==> config.mk <==
export PLATFORM = sky130hd
export DESIGN_NAME = ata_command_decoder
export DESIGN_NICKNAME = d
export VERILOG_FILES = /design/src/pkg/ata_cmd_pkg.sv /design/src/ata_command_decoder.sv
export SDC_FILE = /design/constraint.sdc
export NUM_CORES = 2
export LEC_CHECK = 0
export BUFFER_PORTS_ARGS = -buffer_cell sky130_fd_sc_hd__buf_2
export CAP_MARGIN = 10
export CORE_ASPECT_RATIO = 1.75
export CORE_MARGIN = 2
export CORE_UTILIZATION = 40
export DETAILED_ROUTE_END_ITERATION = 16
export SETUP_SLACK_MARGIN = 0.1
export SYNTH_ARGS = -nofsm -noshare
export SYNTH_HDL_FRONTEND = slang
export SYNTH_SLANG_ARGS = --single-unit
export TNS_END_PERCENT = 20
==> constraint.sdc <==
create_clock -name clk_i -period 8.1 [get_ports clk_i]
set_input_delay 0.81 -clock clk_i [delete_from_list [all_inputs] [get_ports clk_i]]
set_output_delay 0.81 -clock clk_i [all_outputs]
set_load 0.005 [all_outputs]
==> src/pkg/ata_cmd_pkg.sv <==
// constants for the ata command decoder
package ata_cmd_pkg;
   // register offsets, byte addresses
   localparam logic [5:0] OFS_DATA = 6'h00;
   localparam logic [5:0] OFS_ERRFEAT = 6'h04;
   localparam logic [5:0] OFS_SCOUNT = 6'h08;
   localparam logic [5:0] OFS_SNUM = 6'h0C;
   localparam logic [5:0] OFS_CYL_LO = 6'h10;
   localparam logic [5:0] OFS_CYL_HI = 6'h14;
   localparam logic [5:0] OFS_DRVHD = 6'h18;
   localparam logic [5:0] OFS_STATCMD = 6'h1C;
   localparam logic [5:0] OFS_ALTCTL = 6'h20;
   // status, error, control, drive/head bits
   localparam int ST_BSY = 7;
   localparam int ST_DRDY = 6;
   localparam int ST_DSC = 4;
   localparam int ST_DRQ = 3;
   localparam int ST_ERR = 0;
   localparam int ER_ABRT = 2;
   localparam int CTL_SRST = 2;
   localparam int CTL_INTERRUPT_DISABLE_BIT = 1;
   localparam int DH_DRV = 4;
   localparam int DH_LBA = 6;
   localparam logic [7:0] SN_RESET = 8'h01;
   localparam logic [7:0] DH_RESET = 8'hA0;
   localparam logic [7:0] PWR_ACTIVE = 8'hFF;
   localparam logic [7:0] PWR_STANDBY = 8'h00;
   localparam logic [7:0] DIAG_PASS = 8'h01;
   // index of the last word in a sector, normal and long
   localparam logic [8:0] LAST_WORD = 9'h0FF;
   localparam logic [8:0] LAST_WORD_LONG = 9'h101;
   // identify block
   localparam logic [15:0] ID_CFG_REMOVABLE = 16'h848A;
   localparam logic [15:0] ID_CFG_FIXED = 16'h044A;
   localparam logic [15:0] ID_BUF_TYPE = 16'h0002;
   localparam logic [15:0] ID_BUF_SIZE = 16'h0002;
   localparam logic [15:0] ID_ECC_BYTES = 16'h0004;
   localparam logic [15:0] ID_MAX_MULT = 16'h0001;
   localparam logic [15:0] ID_DWORD = 16'h0000;
   localparam logic [15:0] ID_CAPS = 16'h0200;
   localparam logic [15:0] ID_PIO_MODE = 16'h0200;
   localparam logic [15:0] ID_VALID = 16'h0003;
   localparam logic [15:0] ID_MULT_VALID = 16'h0100;
   localparam logic [15:0] ID_ADV_PIO = 16'h0003;
   localparam logic [15:0] ID_PIO_CYCLE = 16'h0078;
   localparam logic [15:0] ID_SPACE2 = 16'h2020;
   // default geometry and capacity, plain values
   localparam logic [15:0] GEO_CYLS = 16'h0100;
   localparam logic [7:0] GEO_HEADS = 8'h04;
   localparam logic [7:0] GEO_SPT = 8'h20;
   localparam logic [31:0] CARD_SECTORS = 32'h0000_8000;
   // internal operation classes
   typedef enum logic [4:0] {
      OP_NOP, OP_PWR_CHK, OP_DIAG, OP_ERASE, OP_FORMAT, OP_IDENT, OP_IDLE,
      OP_IDLE_IMM, OP_INIT, OP_RD_BUF, OP_RD_MULT, OP_RD_LONG, OP_RD,
      OP_VERIFY, OP_STBY, OP_SLEEP, OP_SET_FEAT, OP_SET_MULT, OP_WEAR,
      OP_WR_BUF, OP_WR_LONG, OP_WR, OP_BAD
   } op_e;
endpackage

==> src/ata_command_decoder.sv <==
// ata task file, command decoder and executor behind a wishbone slave
//
// Register access over Wishbone and the address map were left to the implementer.
`timescale 1ns/100ps
module ata_command_decoder (
   input  wire logic        clk_i,
   input  wire logic        rst_i,
   input  wire logic        fixed_disk_i,
   input  wire logic        wb_cyc_i,
   input  wire logic        wb_stb_i,
   input  wire logic        wb_we_i,
   input  wire logic [5:0]  wb_adr_i,
   input  wire logic [3:0]  wb_sel_i,
   input  wire logic [31:0] wb_dat_i,
   output logic      [31:0] wb_dat_o,
   output logic             wb_ack_o,
   output logic             interrupt_request_out_o,
   output logic             auto_pwr_down_o
);
   import ata_cmd_pkg::*;

   typedef enum logic [4:0] {
      S_READY = 5'b00001,
      S_EXEC  = 5'b00010,
      S_OUT   = 5'b00100,
      S_IN    = 5'b01000,
      S_SECT  = 5'b10000
   } state_e;

   // ******************************************
   // decode
   // ******************************************
   function automatic op_e decode(input logic [7:0] c);
      op_e o;
      o = OP_BAD;
      case (c) inside
         8'hE5, 8'h98: o = OP_PWR_CHK;
         8'h90: o = OP_DIAG;
         8'hC0: o = OP_ERASE;
         8'h50: o = OP_FORMAT;
         8'hEC: o = OP_IDENT;
         8'hE3, 8'h97: o = OP_IDLE;
         8'hE1, 8'h95: o = OP_IDLE_IMM;
         8'h91: o = OP_INIT;
         8'hE4: o = OP_RD_BUF;
         8'hC4: o = OP_RD_MULT;
         8'h22, 8'h23: o = OP_RD_LONG;
         8'h20, 8'h21: o = OP_RD;
         8'h40, 8'h41: o = OP_VERIFY;
         8'h1?, 8'h03, 8'h7?, 8'h87: o = OP_NOP;
         8'hEF: o = OP_SET_FEAT;
         8'hC6: o = OP_SET_MULT;
         8'hE6, 8'h99: o = OP_SLEEP;
         8'hE2, 8'h96, 8'hE0, 8'h94: o = OP_STBY;
         8'hF5: o = OP_WEAR;
         8'hE8: o = OP_WR_BUF;
         8'h32, 8'h33: o = OP_WR_LONG;
         8'h30, 8'h31, 8'h38, 8'h3C, 8'hC5, 8'hCD: o = OP_WR;
         default: o = OP_BAD;
      endcase
      return o;
   endfunction

   function automatic logic is_addr(input logic [5:0] a, input logic [5:0] r);
      return a == r;
   endfunction

   logic        ack_q;
   logic [31:0] rdat_q;
   logic        irq_q;
   logic        apd_q;
   logic [7:0]  feat_q, sc_q, sn_q, cyl_lo_q, cyl_hi_q, dh_q, err_q;
   logic        interrupt_disable_bit_q, srst_q, fixed_q, strap_done_q;
   logic        fd_s1_q, fd_s2_q, fd_s3_q;
   logic [7:0]  spt_q, heads_q, mult_q, pwr_q;
   logic        pend_q, drq_q, errst_q;
   state_e      state_q;
   op_e         op_q;
   logic [8:0]  word_q;
   logic [8:0]  sec_left_q;
   logic [7:0]  blk_left_q;
   logic [15:0] buf_q [256];
   logic [15:0] id_word;
   logic [15:0] out_word;

   wire acc    = wb_cyc_i & wb_stb_i & ~ack_q;
   wire wr     = acc & wb_we_i;
   wire rd     = acc & ~wb_we_i;
   wire cmd_wr = wr & is_addr(wb_adr_i, OFS_STATCMD) & wb_sel_i[0] & ~srst_q
                 & state_q == S_READY;
   wire st_rd  = rd & is_addr(wb_adr_i, OFS_STATCMD);
   wire dat_rd = rd & is_addr(wb_adr_i, OFS_DATA) & state_q == S_OUT;
   wire dat_wr = wr & is_addr(wb_adr_i, OFS_DATA) & state_q == S_IN;
   wire tf_wr  = wr & state_q == S_READY & wb_sel_i[0];
   wire long_x = op_q == OP_RD_LONG || op_q == OP_WR_LONG;
   wire [8:0] last_w = long_x ? LAST_WORD_LONG : LAST_WORD;
   wire word_end = word_q == last_w;
   wire [31:0] cur_cap = 32'(cyl_lo_q) * 32'(heads_q) * 32'(spt_q);

   // ******************************************
   // wishbone slave
   // ******************************************
   always_ff @(posedge clk_i) begin
      if (rst_i) begin
         ack_q <= 1'b0;
      end else begin
         ack_q <= acc;
      end
   end

   always_comb begin
      out_word = op_q == OP_IDENT ? id_word : buf_q[word_q[7:0]];
   end

   always_ff @(posedge clk_i) begin
      if (rst_i) begin
         rdat_q <= 32'h0000_0000;
      end else if (rd) begin
         rdat_q <= 32'h0000_0000;
         case (wb_adr_i)
            OFS_DATA:    rdat_q[15:0] <= state_q == S_OUT ? out_word : 16'h0000;
            OFS_ERRFEAT: rdat_q[7:0] <= err_q;
            OFS_SCOUNT:  rdat_q[7:0] <= sc_q;
            OFS_SNUM:    rdat_q[7:0] <= sn_q;
            OFS_CYL_LO:  rdat_q[7:0] <= cyl_lo_q;
            OFS_CYL_HI:  rdat_q[7:0] <= cyl_hi_q;
            OFS_DRVHD:   rdat_q[7:0] <= dh_q;
            OFS_STATCMD, OFS_ALTCTL: begin
               rdat_q[ST_BSY]  <= state_q == S_EXEC || state_q == S_SECT || srst_q;
               rdat_q[ST_DRDY] <= state_q != S_EXEC && !srst_q;
               rdat_q[ST_DSC]  <= 1'b1;
               rdat_q[ST_DRQ]  <= drq_q;
               rdat_q[ST_ERR]  <= errst_q;
            end
            default: rdat_q <= 32'h0000_0000;
         endcase
      end
   end

   assign wb_ack_o = ack_q;
   assign wb_dat_o = rdat_q;

   // ******************************************
   // strap and device control
   // ******************************************
   // strap pin passes three flops; taken once the last two agree
   always_ff @(posedge clk_i) begin
      fd_s1_q <= fixed_disk_i;
      fd_s2_q <= fd_s1_q;
      fd_s3_q <= fd_s2_q;
   end

   always_ff @(posedge clk_i) begin
      if (rst_i) begin
         strap_done_q <= 1'b0;
         fixed_q      <= 1'b0;
      end else if (!strap_done_q && fd_s2_q == fd_s3_q) begin
         strap_done_q <= 1'b1;
         fixed_q      <= fd_s3_q;
      end
   end

   always_ff @(posedge clk_i) begin
      if (rst_i) begin
         interrupt_disable_bit_q <= 1'b0;
         srst_q <= 1'b0;
      end else if (wr & is_addr(wb_adr_i, OFS_ALTCTL) & wb_sel_i[0]) begin
         interrupt_disable_bit_q <= wb_dat_i[CTL_INTERRUPT_DISABLE_BIT];
         srst_q <= wb_dat_i[CTL_SRST];
      end
   end

   // ******************************************
   // command sequencer
   // ******************************************
   always_ff @(posedge clk_i) begin
      if (rst_i || srst_q) begin
         state_q <= S_READY;
         op_q <= OP_NOP;
         word_q <= 9'h000;
         sec_left_q <= 9'h000;
         blk_left_q <= 8'h00;
         drq_q <= 1'b0;
         errst_q <= 1'b0;
         err_q <= DIAG_PASS;
         pend_q <= 1'b0;
      end else begin
         if (st_rd || cmd_wr) begin
            pend_q <= 1'b0;
         end
         case (state_q)
            S_READY: begin
               if (cmd_wr) begin
                  op_q <= decode(wb_dat_i[7:0]);
                  sec_left_q <= {sc_q == 8'h00, sc_q};
                  blk_left_q <= 8'h00;
                  word_q <= 9'h000;
                  errst_q <= 1'b0;
                  err_q <= 8'h00;
                  state_q <= S_EXEC;
               end
            end
            S_EXEC: begin
               state_q <= S_READY;
               pend_q <= 1'b1;
               case (op_q)
                  OP_BAD: begin
                     errst_q <= 1'b1;
                     err_q[ER_ABRT] <= 1'b1;
                  end
                  OP_DIAG: err_q <= DIAG_PASS;
                  OP_IDENT, OP_RD_BUF: begin
                     sec_left_q <= 9'h001;
                     drq_q <= 1'b1;
                     state_q <= S_OUT;
                  end
                  OP_RD, OP_RD_LONG, OP_RD_MULT: begin
                     drq_q <= 1'b1;
                     blk_left_q <= mult_q - 8'h01;
                     state_q <= S_OUT;
                  end
                  OP_VERIFY: pend_q <= 1'b1;
                  OP_FORMAT, OP_WR_BUF: begin
                     sec_left_q <= 9'h001;
                     drq_q <= 1'b1;
                     pend_q <= 1'b0;
                     state_q <= S_IN;
                  end
                  OP_WR, OP_WR_LONG: begin
                     drq_q <= 1'b1;
                     pend_q <= 1'b0;
                     state_q <= S_IN;
                  end
                  default: pend_q <= 1'b1;
               endcase
            end
            S_OUT, S_IN: begin
               if (dat_rd || dat_wr) begin
                  word_q <= word_end ? 9'h000 : word_q + 9'h001;
                  if (word_end) begin
                     sec_left_q <= sec_left_q - 9'h001;
                     drq_q <= 1'b0;
                     state_q <= S_SECT;
                     if (state_q == S_IN) begin
                        pend_q <= 1'b1;
                     end
                  end
               end
            end
            S_SECT: begin
               if (sec_left_q == 9'h000) begin
                  state_q <= S_READY;
               end else begin
                  drq_q <= 1'b1;
                  state_q <= state_q == S_SECT && op_q >= OP_WR_BUF ? S_IN : S_OUT;
                  if (op_q < OP_WR_BUF && blk_left_q == 8'h00) begin
                     pend_q <= 1'b1;
                     blk_left_q <= mult_q - 8'h01;
                  end else if (op_q < OP_WR_BUF) begin
                     blk_left_q <= blk_left_q - 8'h01;
                  end
               end
            end
            default: state_q <= S_READY;
         endcase
      end
   end

   // ******************************************
   // task file registers and settings
   // ******************************************
   always_ff @(posedge clk_i) begin
      if (rst_i || srst_q) begin
         feat_q <= 8'h00;
         sc_q <= 8'h01;
         sn_q <= SN_RESET;
         cyl_lo_q <= 8'h00;
         cyl_hi_q <= 8'h00;
         dh_q <= DH_RESET;
      end else if (state_q == S_EXEC && op_q == OP_PWR_CHK) begin
         sc_q <= pwr_q;
      end else if (state_q == S_EXEC && op_q == OP_WEAR) begin
         sc_q <= 8'h00;
      end else if (tf_wr) begin
         case (wb_adr_i)
            OFS_ERRFEAT: feat_q <= wb_dat_i[7:0];
            OFS_SCOUNT:  sc_q <= wb_dat_i[7:0];
            OFS_SNUM:    sn_q <= wb_dat_i[7:0];
            OFS_CYL_LO:  cyl_lo_q <= wb_dat_i[7:0];
            OFS_CYL_HI:  cyl_hi_q <= wb_dat_i[7:0];
            OFS_DRVHD:   dh_q <= wb_dat_i[7:0];
            default:     feat_q <= feat_q;
         endcase
      end
   end

   always_ff @(posedge clk_i) begin
      if (rst_i) begin
         spt_q <= GEO_SPT;
         heads_q <= GEO_HEADS;
         mult_q <= 8'h01;
         pwr_q <= PWR_ACTIVE;
         apd_q <= 1'b0;
      end else if (state_q == S_EXEC) begin
         case (op_q)
            OP_INIT: begin
               spt_q <= sc_q;
               heads_q <= {4'h0, dh_q[3:0]} + 8'h01;
            end
            OP_SET_MULT: mult_q <= sc_q == 8'h00 ? 8'h01 : sc_q;
            OP_IDLE: begin
               pwr_q <= PWR_ACTIVE;
               apd_q <= sc_q != 8'h00;
            end
            OP_IDLE_IMM: pwr_q <= PWR_ACTIVE;
            OP_STBY, OP_SLEEP: pwr_q <= PWR_STANDBY;
            default: pwr_q <= pwr_q;
         endcase
      end
   end

   assign auto_pwr_down_o = apd_q;

   // sector buffer; format track leaves it unchanged
   always_ff @(posedge clk_i) begin
      if (dat_wr && op_q != OP_FORMAT && !word_q[8]) begin
         buf_q[word_q[7:0]] <= wb_dat_i[15:0];
      end
   end

   // ******************************************
   // identify block
   // ******************************************
   always_comb begin
      id_word = 16'h0000;
      case (word_q[7:0])
         8'd0:  id_word = fixed_q ? ID_CFG_FIXED : ID_CFG_REMOVABLE;
         8'd1:  id_word = GEO_CYLS;
         8'd3:  id_word = {8'h00, GEO_HEADS};
         8'd6:  id_word = {8'h00, GEO_SPT};
         8'd7:  id_word = CARD_SECTORS[31:16];
         8'd8:  id_word = CARD_SECTORS[15:0];
         8'd19: id_word = "01";
         8'd20: id_word = ID_BUF_TYPE;
         8'd21: id_word = ID_BUF_SIZE;
         8'd22: id_word = ID_ECC_BYTES;
         8'd23: id_word = "RE";
         8'd24: id_word = "V1";
         8'd27: id_word = "AT";
         8'd28: id_word = "A ";
         8'd29: id_word = "CA";
         8'd30: id_word = "RD";
         8'd47: id_word = ID_MAX_MULT;
         8'd48: id_word = ID_DWORD;
         8'd49: id_word = ID_CAPS;
         8'd51: id_word = ID_PIO_MODE;
         8'd53: id_word = ID_VALID;
         8'd54: id_word = {cyl_hi_q, cyl_lo_q};
         8'd55: id_word = {8'h00, heads_q};
         8'd56: id_word = {8'h00, spt_q};
         8'd57: id_word = cur_cap[15:0];
         8'd58: id_word = cur_cap[31:16];
         8'd59: id_word = ID_MULT_VALID | {8'h00, mult_q};
         8'd60: id_word = CARD_SECTORS[15:0];
         8'd61: id_word = CARD_SECTORS[31:16];
         8'd64: id_word = ID_ADV_PIO;
         8'd67, 8'd68: id_word = ID_PIO_CYCLE;
         default: begin
            if (word_q[7:0] >= 8'd10 && word_q[7:0] <= 8'd18) begin
               id_word = ID_SPACE2;
            end else if (word_q[7:0] >= 8'd25 && word_q[7:0] <= 8'd46) begin
               id_word = ID_SPACE2;
            end
         end
      endcase
   end

   // ******************************************
   // interrupt request
   // ******************************************
   always_ff @(posedge clk_i) begin
      if (rst_i) begin
         irq_q <= 1'b0;
      end else begin
         irq_q <= pend_q & ~interrupt_disable_bit_q;
      end
   end

   assign interrupt_request_out_o = irq_q;

   // ******************************************
   // checks
   // ******************************************
   chk_irq_gated: assert property (@(posedge clk_i) disable iff (rst_i)
      interrupt_disable_bit_q |=> !interrupt_request_out_o)
      else $error("interrupt seen while disabled");
   chk_bad_abort: assert property (@(posedge clk_i) disable iff (rst_i || srst_q)
      state_q == S_EXEC && op_q == OP_BAD |=> errst_q && err_q[ER_ABRT] && pend_q)
      else $error("unknown code not aborted");
   chk_verify_nodrq: assert property (@(posedge clk_i) disable iff (rst_i || srst_q)
      state_q == S_EXEC && op_q == OP_VERIFY |=> !drq_q [*2])
      else $error("verify raised drq");
   chk_idle_apd: assert property (@(posedge clk_i) disable iff (rst_i || srst_q)
      state_q == S_EXEC && op_q == OP_IDLE |=> auto_pwr_down_o == ($past(sc_q) != 8'h00))
      else $error("auto power down wrong");
   chk_init_geo: assert property (@(posedge clk_i) disable iff (rst_i || srst_q)
      state_q == S_EXEC && op_q == OP_INIT |=> spt_q == $past(sc_q))
      else $error("geometry not stored");
   chk_ident_word0: assert property (@(posedge clk_i) disable iff (rst_i || srst_q)
      dat_rd && op_q == OP_IDENT && word_q == 9'h000 |=>
      wb_dat_o[15:0] == (fixed_q ? 16'h044A : 16'h848A))
      else $error("identify word 0 wrong");
   chk_long_len: assert property (@(posedge clk_i) disable iff (rst_i || srst_q)
      state_q == S_OUT && op_q == OP_RD_LONG |-> word_q <= 9'd257)
      else $error("long sector overran");
   chk_count_zero: assert property (@(posedge clk_i) disable iff (rst_i || srst_q)
      cmd_wr && sc_q == 8'h00 |=> sec_left_q == 9'd256)
      else $error("zero count not 256");
   chk_cmd_done: assert property (@(posedge clk_i) disable iff (rst_i || srst_q)
      cmd_wr && wb_dat_i[7:4] == 4'h1 |=> ##1 state_q == S_READY && !errst_q)
      else $error("no-op not completed");
endmodule

* After elaboration in Yosys (flattened, before gate mapping) *
Memory sizes are Yosys's and may differ from the RTL's. A register that Yosys moved wholly into a read port is not among the register bits.
Index checks and enable logic that the tools add are counted.
Widths: inputs -> output; s select.

operators by class
  add/sub/neg operators = 5
  multipliers = 2
  magnitude comparators = 6
  equality and inequality tests = 119
  multiplexer cells = 87
  bitwise gates (word level) = 24
  reduce and logical (&&, ||, !) cells = 78

operators with widths
  kind                number
  $pmux 16 s24        1
  $eq 8x8->1 const B  25
  $eq 8x6->1 const B  23
  $mux 5              22
  $mux 8              13
  $eq 8x5->1 const B  10
  $mux 9              8
  $eq 8x7->1 const B  6
  $mux 16             3
  $eq 5x4->1 const B  8
  $reduce_or 2->1     18
  $eq 5x5->1 const B  7
  $pmux 2 s8          2
  $pmux 8 s2          2
  $mux 14             2
  $pmux 9 s3          1
  $eq 5x3->1 const B  5
  $eq 6x5->1 const B  4
  $logic_not 8->1     3
  $mul 16x8->24       1
  $pmux 8 s3          1
  $pmux 5 s4          1
  $and 1x1->1         18
  $pmux 9 s2          1
  other kinds (57)    136

storage, ports and cells
  register bits = 145
  bits in writable memories = 4096
  bits of input ports = 48
  output and inout port bits = 35
  memories kept = 1

memory list
  name   depth  bits a word  rd ports  clocked after Yosys merged registers in  write ports  line                       source
  buf_q  256    16           1         1                                        1            ata_command_decoder.sv:82  logic [15:0] buf_q [256];

* Logic depth before layout (Yosys ltp) *
  depth after elaboration = 24
  depth in mapped cells = 33
  depth with buffers taken out = 31

* Worst setup path after synthesis *
OpenSTA, ideal clock, no wires.

  path type = reg2reg
  from = register cyl_lo_q[0]
  to = register rdat_q[2] (netlist: wb_dat_o[2])
  library setup time = 0.127 ns
  arrival = 7.728 ns
  required time = 7.973 ns
  slack = 0.245 ns
  stages on the path, launching flop included = 33
  period minus slack after synthesis = 7.855 ns
  cells stage by stage = dfxtp_1 clkbuf_1 and2_1 fa_1 fa_1 ha_1 inv_1 fa_1 inv_1 ha_1 a21o_1 a21oi_1 o21bai_1 a21oi_1 o21bai_1 a21o_1 a211oi_1 nor2_1 fa_1 fa_1 fa_1 inv_1 fa_1 inv_1 ha_1 a21o_1 a21oi_1 o21ai_0 inv_1 a31oi_1 mux2i_1 a2111oi_0 or3_1

on the way
  cells in the longest elaborated chain, start to end = 6

ends and longest elaborated chain
  item                      line                        source
  start: declaration        ata_command_decoder.sv:72   logic [7:0] feat_q, sc_q, sn_q, cyl_lo_q, cyl_hi_q, dh_q, err_q;
  start signal: assignment  ata_command_decoder.sv:289  OFS_CYL_LO: cyl_lo_q <= wb_dat_i[7:0];
  $mul 8x8->16              ata_command_decoder.sv:98   wire [31:0] cur_cap = 32'(cyl_lo_q) * 32'(heads_q) * 32'(spt_q);
  $mul 16x8->24             ata_command_decoder.sv:98
  $pmux 16 s24              ata_command_decoder.sv:336  case (word_q[7:0])
  $mux 16                   ata_command_decoder.sv:112  out_word = op_q == OP_IDENT ? id_word : buf_q[word_q[7:0]];
  $mux 16                   ata_command_decoder.sv:121  OFS_DATA: rdat_q[15:0] <= state_q == S_OUT ? out_word : 16'h0000;
  $pmux 2 s7                ata_command_decoder.sv:120  case (wb_adr_i)
  end signal: assignment    ata_command_decoder.sv:121
  end signal: assignment    ata_command_decoder.sv:122  OFS_ERRFEAT: rdat_q[7:0] <= err_q;
  end signal: assignment    ata_command_decoder.sv:123  OFS_SCOUNT: rdat_q[7:0] <= sc_q;
  end: declaration          ata_command_decoder.sv:69   logic [31:0] rdat_q;

No other way between the ends.
A chain may end at the register's enable or synchronous reset.

* Final worst setup path *
  from = register heads_q[2]
  to = register rdat_q[0] (netlist: wb_dat_o[0])

on the way
  cells in the longest elaborated chain, start to end = 6

ends and longest elaborated chain
  item                      line                        source
  start: declaration        ata_command_decoder.sv:75   logic [7:0] spt_q, heads_q, mult_q, pwr_q;
  start signal: assignment  ata_command_decoder.sv:308  heads_q <= {4'h0, dh_q[3:0]} + 8'h01;
  $mul 8x8->16              ata_command_decoder.sv:98
  $mul 16x8->24             ata_command_decoder.sv:98
  $pmux 16 s24              ata_command_decoder.sv:336
  $mux 16                   ata_command_decoder.sv:112
  $mux 16                   ata_command_decoder.sv:121
  $pmux 1 s8                ata_command_decoder.sv:120

No other way between the ends.

==> flow_metrics.py <==
metrics = {
    "critical_path": {
        "max_stage_delay_ns": 0.60,
        "r2r-end": "wb_dat_o[0]",
        "crit_path_top_delay_cell": "fa_1",
        "end_kind": "flop",
        "cp_data_required_time_ns": 9.02,
        "rr_worst_depth": 31,
        "crit_top_cell": "fa_1",
        "rrSetupSlack_ns": 0.44,
        "start_kind": "flop",
        "rr_startpoint": "heads_q[2]",
        "criticalPathCategory": "reg2reg",
        "cp_max_fo": 6,
        "arrival_ns": 8.58,
    },
    "finish": {
        "instances_no_fill": 15140,
        "multi_input_area_um2": 43160,
        "syn_to_final_growth_pct": 12.05,
        "finish.utilization_pct": 44.93,
        "nNetsFinal": 9415,
        "fillers": 36260,
        "drive_gt1_share_pct": 23.51,
        "seqCellArea_um2": 125800,
    },
    "route": {
        "wl_per_cell_um": 37.01,
        "vias": 93170,
        "first_pass_iters": 9,
        "drt_iter0_markers": 11200,
        "final_antenna_net_count": 0,
        "drc": 0,
        "routed_wl_mm": 560.3,
        "viasPerCell": 6.153,
    },
    "synth": {
        "syn_avg_cell_area_um2": 19.70,
        "async_flop_share_pct": 0,
        "synth_area_um2": 172500,
        "synth_warnings": 0,
        "seq_area_frac_synth_pct": 72.89,
        "yosys.cell_types.count": 104,
        "syn-instance-count": 8757,
        "synth_flop_cell": "edfxtp_1",
        "synth_edf_count": 4096,
        "synth-seq-cells": 4233,
    },
    "flow_run": {
        "drv.max_cap_violation_count": 0,
    },
    "clock_tree": {
        "clock_path_buffers": 4,
        "cts_buffers": 359,
        "h-tree-depth": 5,
        "cts.sinks": 4233,
        "cts-root-buf": "clkbuf_16",
        "clk_pin_slew_ns": 0.08,
        "clk_latency_ns": 1.00,
        "cts_tree": "done",
    },
    "sta": {
        "setup_viol": 0,
        "skew_ns": 0.07493,
        "rsz0062_at_grt": "true",
        "relSlewSlack_pct": 5.147,
        "slew_viol_final": 0,
        "fin_ws_ns": 0.4363,
        "fmax_ghz": 0.1305,
        "hold_viol": 0,
        "period_minus_slack_ns": 7.664,
        "timing.final.crit_share_pct": 94.61,
        "setup_tns_ns": 0,
        "whs_ns": 0.1042,
        "worstMarginPinSlew_ns": 1.423,
    },
    "power": {
        "p_leak_nw": 59.32,
        "power_density_nw_per_um2": 217.5,
        "peakVddDrop_uv": 179.8,
    },
    "hold_path": {
        "hold_depth": 3,
        "min_from": "wb_cyc_i",
        "worst_hold_path_type": "in2reg",
        "hold_end": "wb_ack_o",
    },
    "floorplanning": {
        "initial_utilization_pct": 40.10,
        "die_x_um": 500.4,
        "fp.dieArea_um2": 436800,
        "ioPinCount": 83,
        "coreArea_um2": 430300,
        "row_count": 319,
        "die_y_um": 872.8,
    },
    "global_route": {
        "grt.total_usage_pct": 25.28,
        "antenna_found_initial": 36,
        "overflow": 0,
        "grt_pass1_wl_mm": 766.5,
        "grt_pass1_vias": 92860,
        "grt_start_max_net_pins": 177,
    },
    "placed_design": {
        "gp_congestion": 0.9413,
        "hpwl_mm": 361.1,
        "post-place-ws_ns": -0.05096,
        "dpl.cell_count": 14440,
        "portBuffers": 47,
    },
    "run_status": {
        "status": "completed",
    },
}
## cell type report
cell class,count,share of cell area (%)
Inverter,154,0.3042
Multi-Input combinational cell,3854,22.33
Antenna cell,52,0.06732
Timing Repair Buffer,590,2.592
Sequential cell,4233,65.06
Clock inverter,213,1.106
Tap cell,5617,3.636
Clock buffer,428,4.902
## state kept, by name, summed over array words and instances, names as in the netlist, 9 cells and up, named ones only
name / flops
wb_dat_o: 16
buf_q: 4096
sec_left_q: 9
word_q: 9
## cells in the final DEF, fill, tap and decap left out, types with 99 or more instances in the layout
cell type / Yosys / final
inv_1: 151 / 150
o21ai_0: 172 / 168
mux2i_1: 372 / 372
a221oi_1: 142 / 137
edfxtp_1: 4096 / 4096
clkbuf_16: 0 / 369
nor2_1: 488 / 331
a22oi_1: 105 / 105
mux4_1: 140 / 140
mux4_2: 807 / 807
and2_1: 102 / 99
dfxtp_1: 137 / 126
a21oi_1: 180 / 169
nor2_2: 0 / 153
nand2_1: 247 / 244
buf_4: 47 / 494
## layer usage
layer	part of all wire [%]	up-vias	GRT usage (%)	routed length, µm
met4	8.7	6	18.67	48840
met3	7.4	1327	3.827	41340
met5	0.0073	-	0	41
met1	33	49860	27.97	182300
met2	51	5016	44.04	287800
li1	-	36960	-	-
## Yosys cell counts (20+ instances only)
| library cell | number | area, µm² |
|---|---|---|
| inv_1 | 151 | 566.8 |
| clkbuf_1 | 192 | 720.7 |
| nand4_1 | 26 | 162.7 |
| nor2b_1 | 47 | 294.0 |
| nand2_1 | 247 | 927.1 |
| buf_8 | 49 | 735.7 |
| fa_1 | 91 | 1822 |
| buf_6 | 57 | 641.9 |
| dfxtp_1 | 137 | 2743 |
| and2_1 | 102 | 638.1 |
| a31oi_1 | 27 | 168.9 |
| nand3_1 | 98 | 490.5 |
| mux4_2 | 807 | 18170 |
| buf_1 | 27 | 101.4 |
| and3_1 | 23 | 143.9 |
| mux4_1 | 140 | 3679 |
| o31ai_1 | 21 | 157.7 |
| a22o_1 | 44 | 385.4 |
| a211oi_1 | 42 | 315.3 |
| mux2_2 | 20 | 225.2 |
| buf_4 | 47 | 352.8 |
| o22ai_1 | 55 | 344.1 |
| nor4_1 | 27 | 168.9 |
| nand2b_1 | 29 | 181.4 |
| a221oi_1 | 142 | 1244 |
| clkbuf_8 | 45 | 619.3 |
| nor2_1 | 488 | 1832 |
| a21oi_1 | 180 | 900.9 |
| a22oi_1 | 105 | 788.3 |
| edfxtp_1 | 4096 | 123000 |
| o21ai_0 | 172 | 860.8 |
| nor3_1 | 94 | 470.5 |
| buf_2 | 99 | 495.5 |
| ha_1 | 84 | 1051 |
| a221o_1 | 45 | 450.4 |
| mux2i_1 | 372 | 3724 |
## where the power goes
group          internal [mW]  switching, mW
clock                   9.53           8.08
sequential              24.0        0.00326
combinational         0.0443          0.430
total                   33.5           8.51
## worst max path at each step
stage	from	endpoint	slack [ns]	depth (start not counted)
final	heads_q[2]	wb_dat_o[0]	0.44	31
after global routing	cyl_lo_q[1]	wb_dat_o[1]	0.07	33
after CTS	cyl_lo_q[1]	wb_dat_o[1]	0.03	33
after detailed placement	cyl_lo_q[1]	wb_dat_o[5]	-0.05	33
after global placement	cyl_lo_q[1]	wb_dat_o[2]	-0.11	32
after floorplan	cyl_lo_q[0]	wb_dat_o[2]	0.25	32
## metrics by stage
stage	cell area [µm²]	power (mW)
after global routing	193300	42.98
after CTS	192900	42.25
after global placement	181200	24.90
after detailed placement	181300	24.94
after floorplan	172600	24.51
final	193300	42.05
## worst max-delay path: cells and delay by family (launching register included)
family / cells / cell delay, ns
xor gates and xnor gates: 1 / 0.19
AOI/OAI and AO/OA: 5 / 0.84
buffers and inverters: 9 / 0.78
DFF: 1 / 0.34
adders and majority gates: 10 / 4.42
and+or+nand+nor: 6 / 1.07
## logic make-up (layout without fill, tap and decap cells)
kind of cell	count (synthesis)	in the layout	synth area share, %
AO/OA/AOI/OAI	1011	1011	4.179
XOR/XNOR	35	35	0.1777
adder cells (fa/ha/maj)	175	175	1.665
buffers and inverters	685	1385	2.620
flip-flops	4233	4233	72.89
multiplexers	1339	1339	14.96
other	1	68	0.002174
AND/OR/NAND/NOR	1278	1278	3.514
## timing repair
item	in CTS	in global routing
hold endpoints to repair	1	0
pin swaps	0	26
setup endpoints to repair	6	12
resized for setup	2	40
buffers inserted	0	4
hold buffers	1	0
Note: power is estimated with default switching activity, not from simulation.
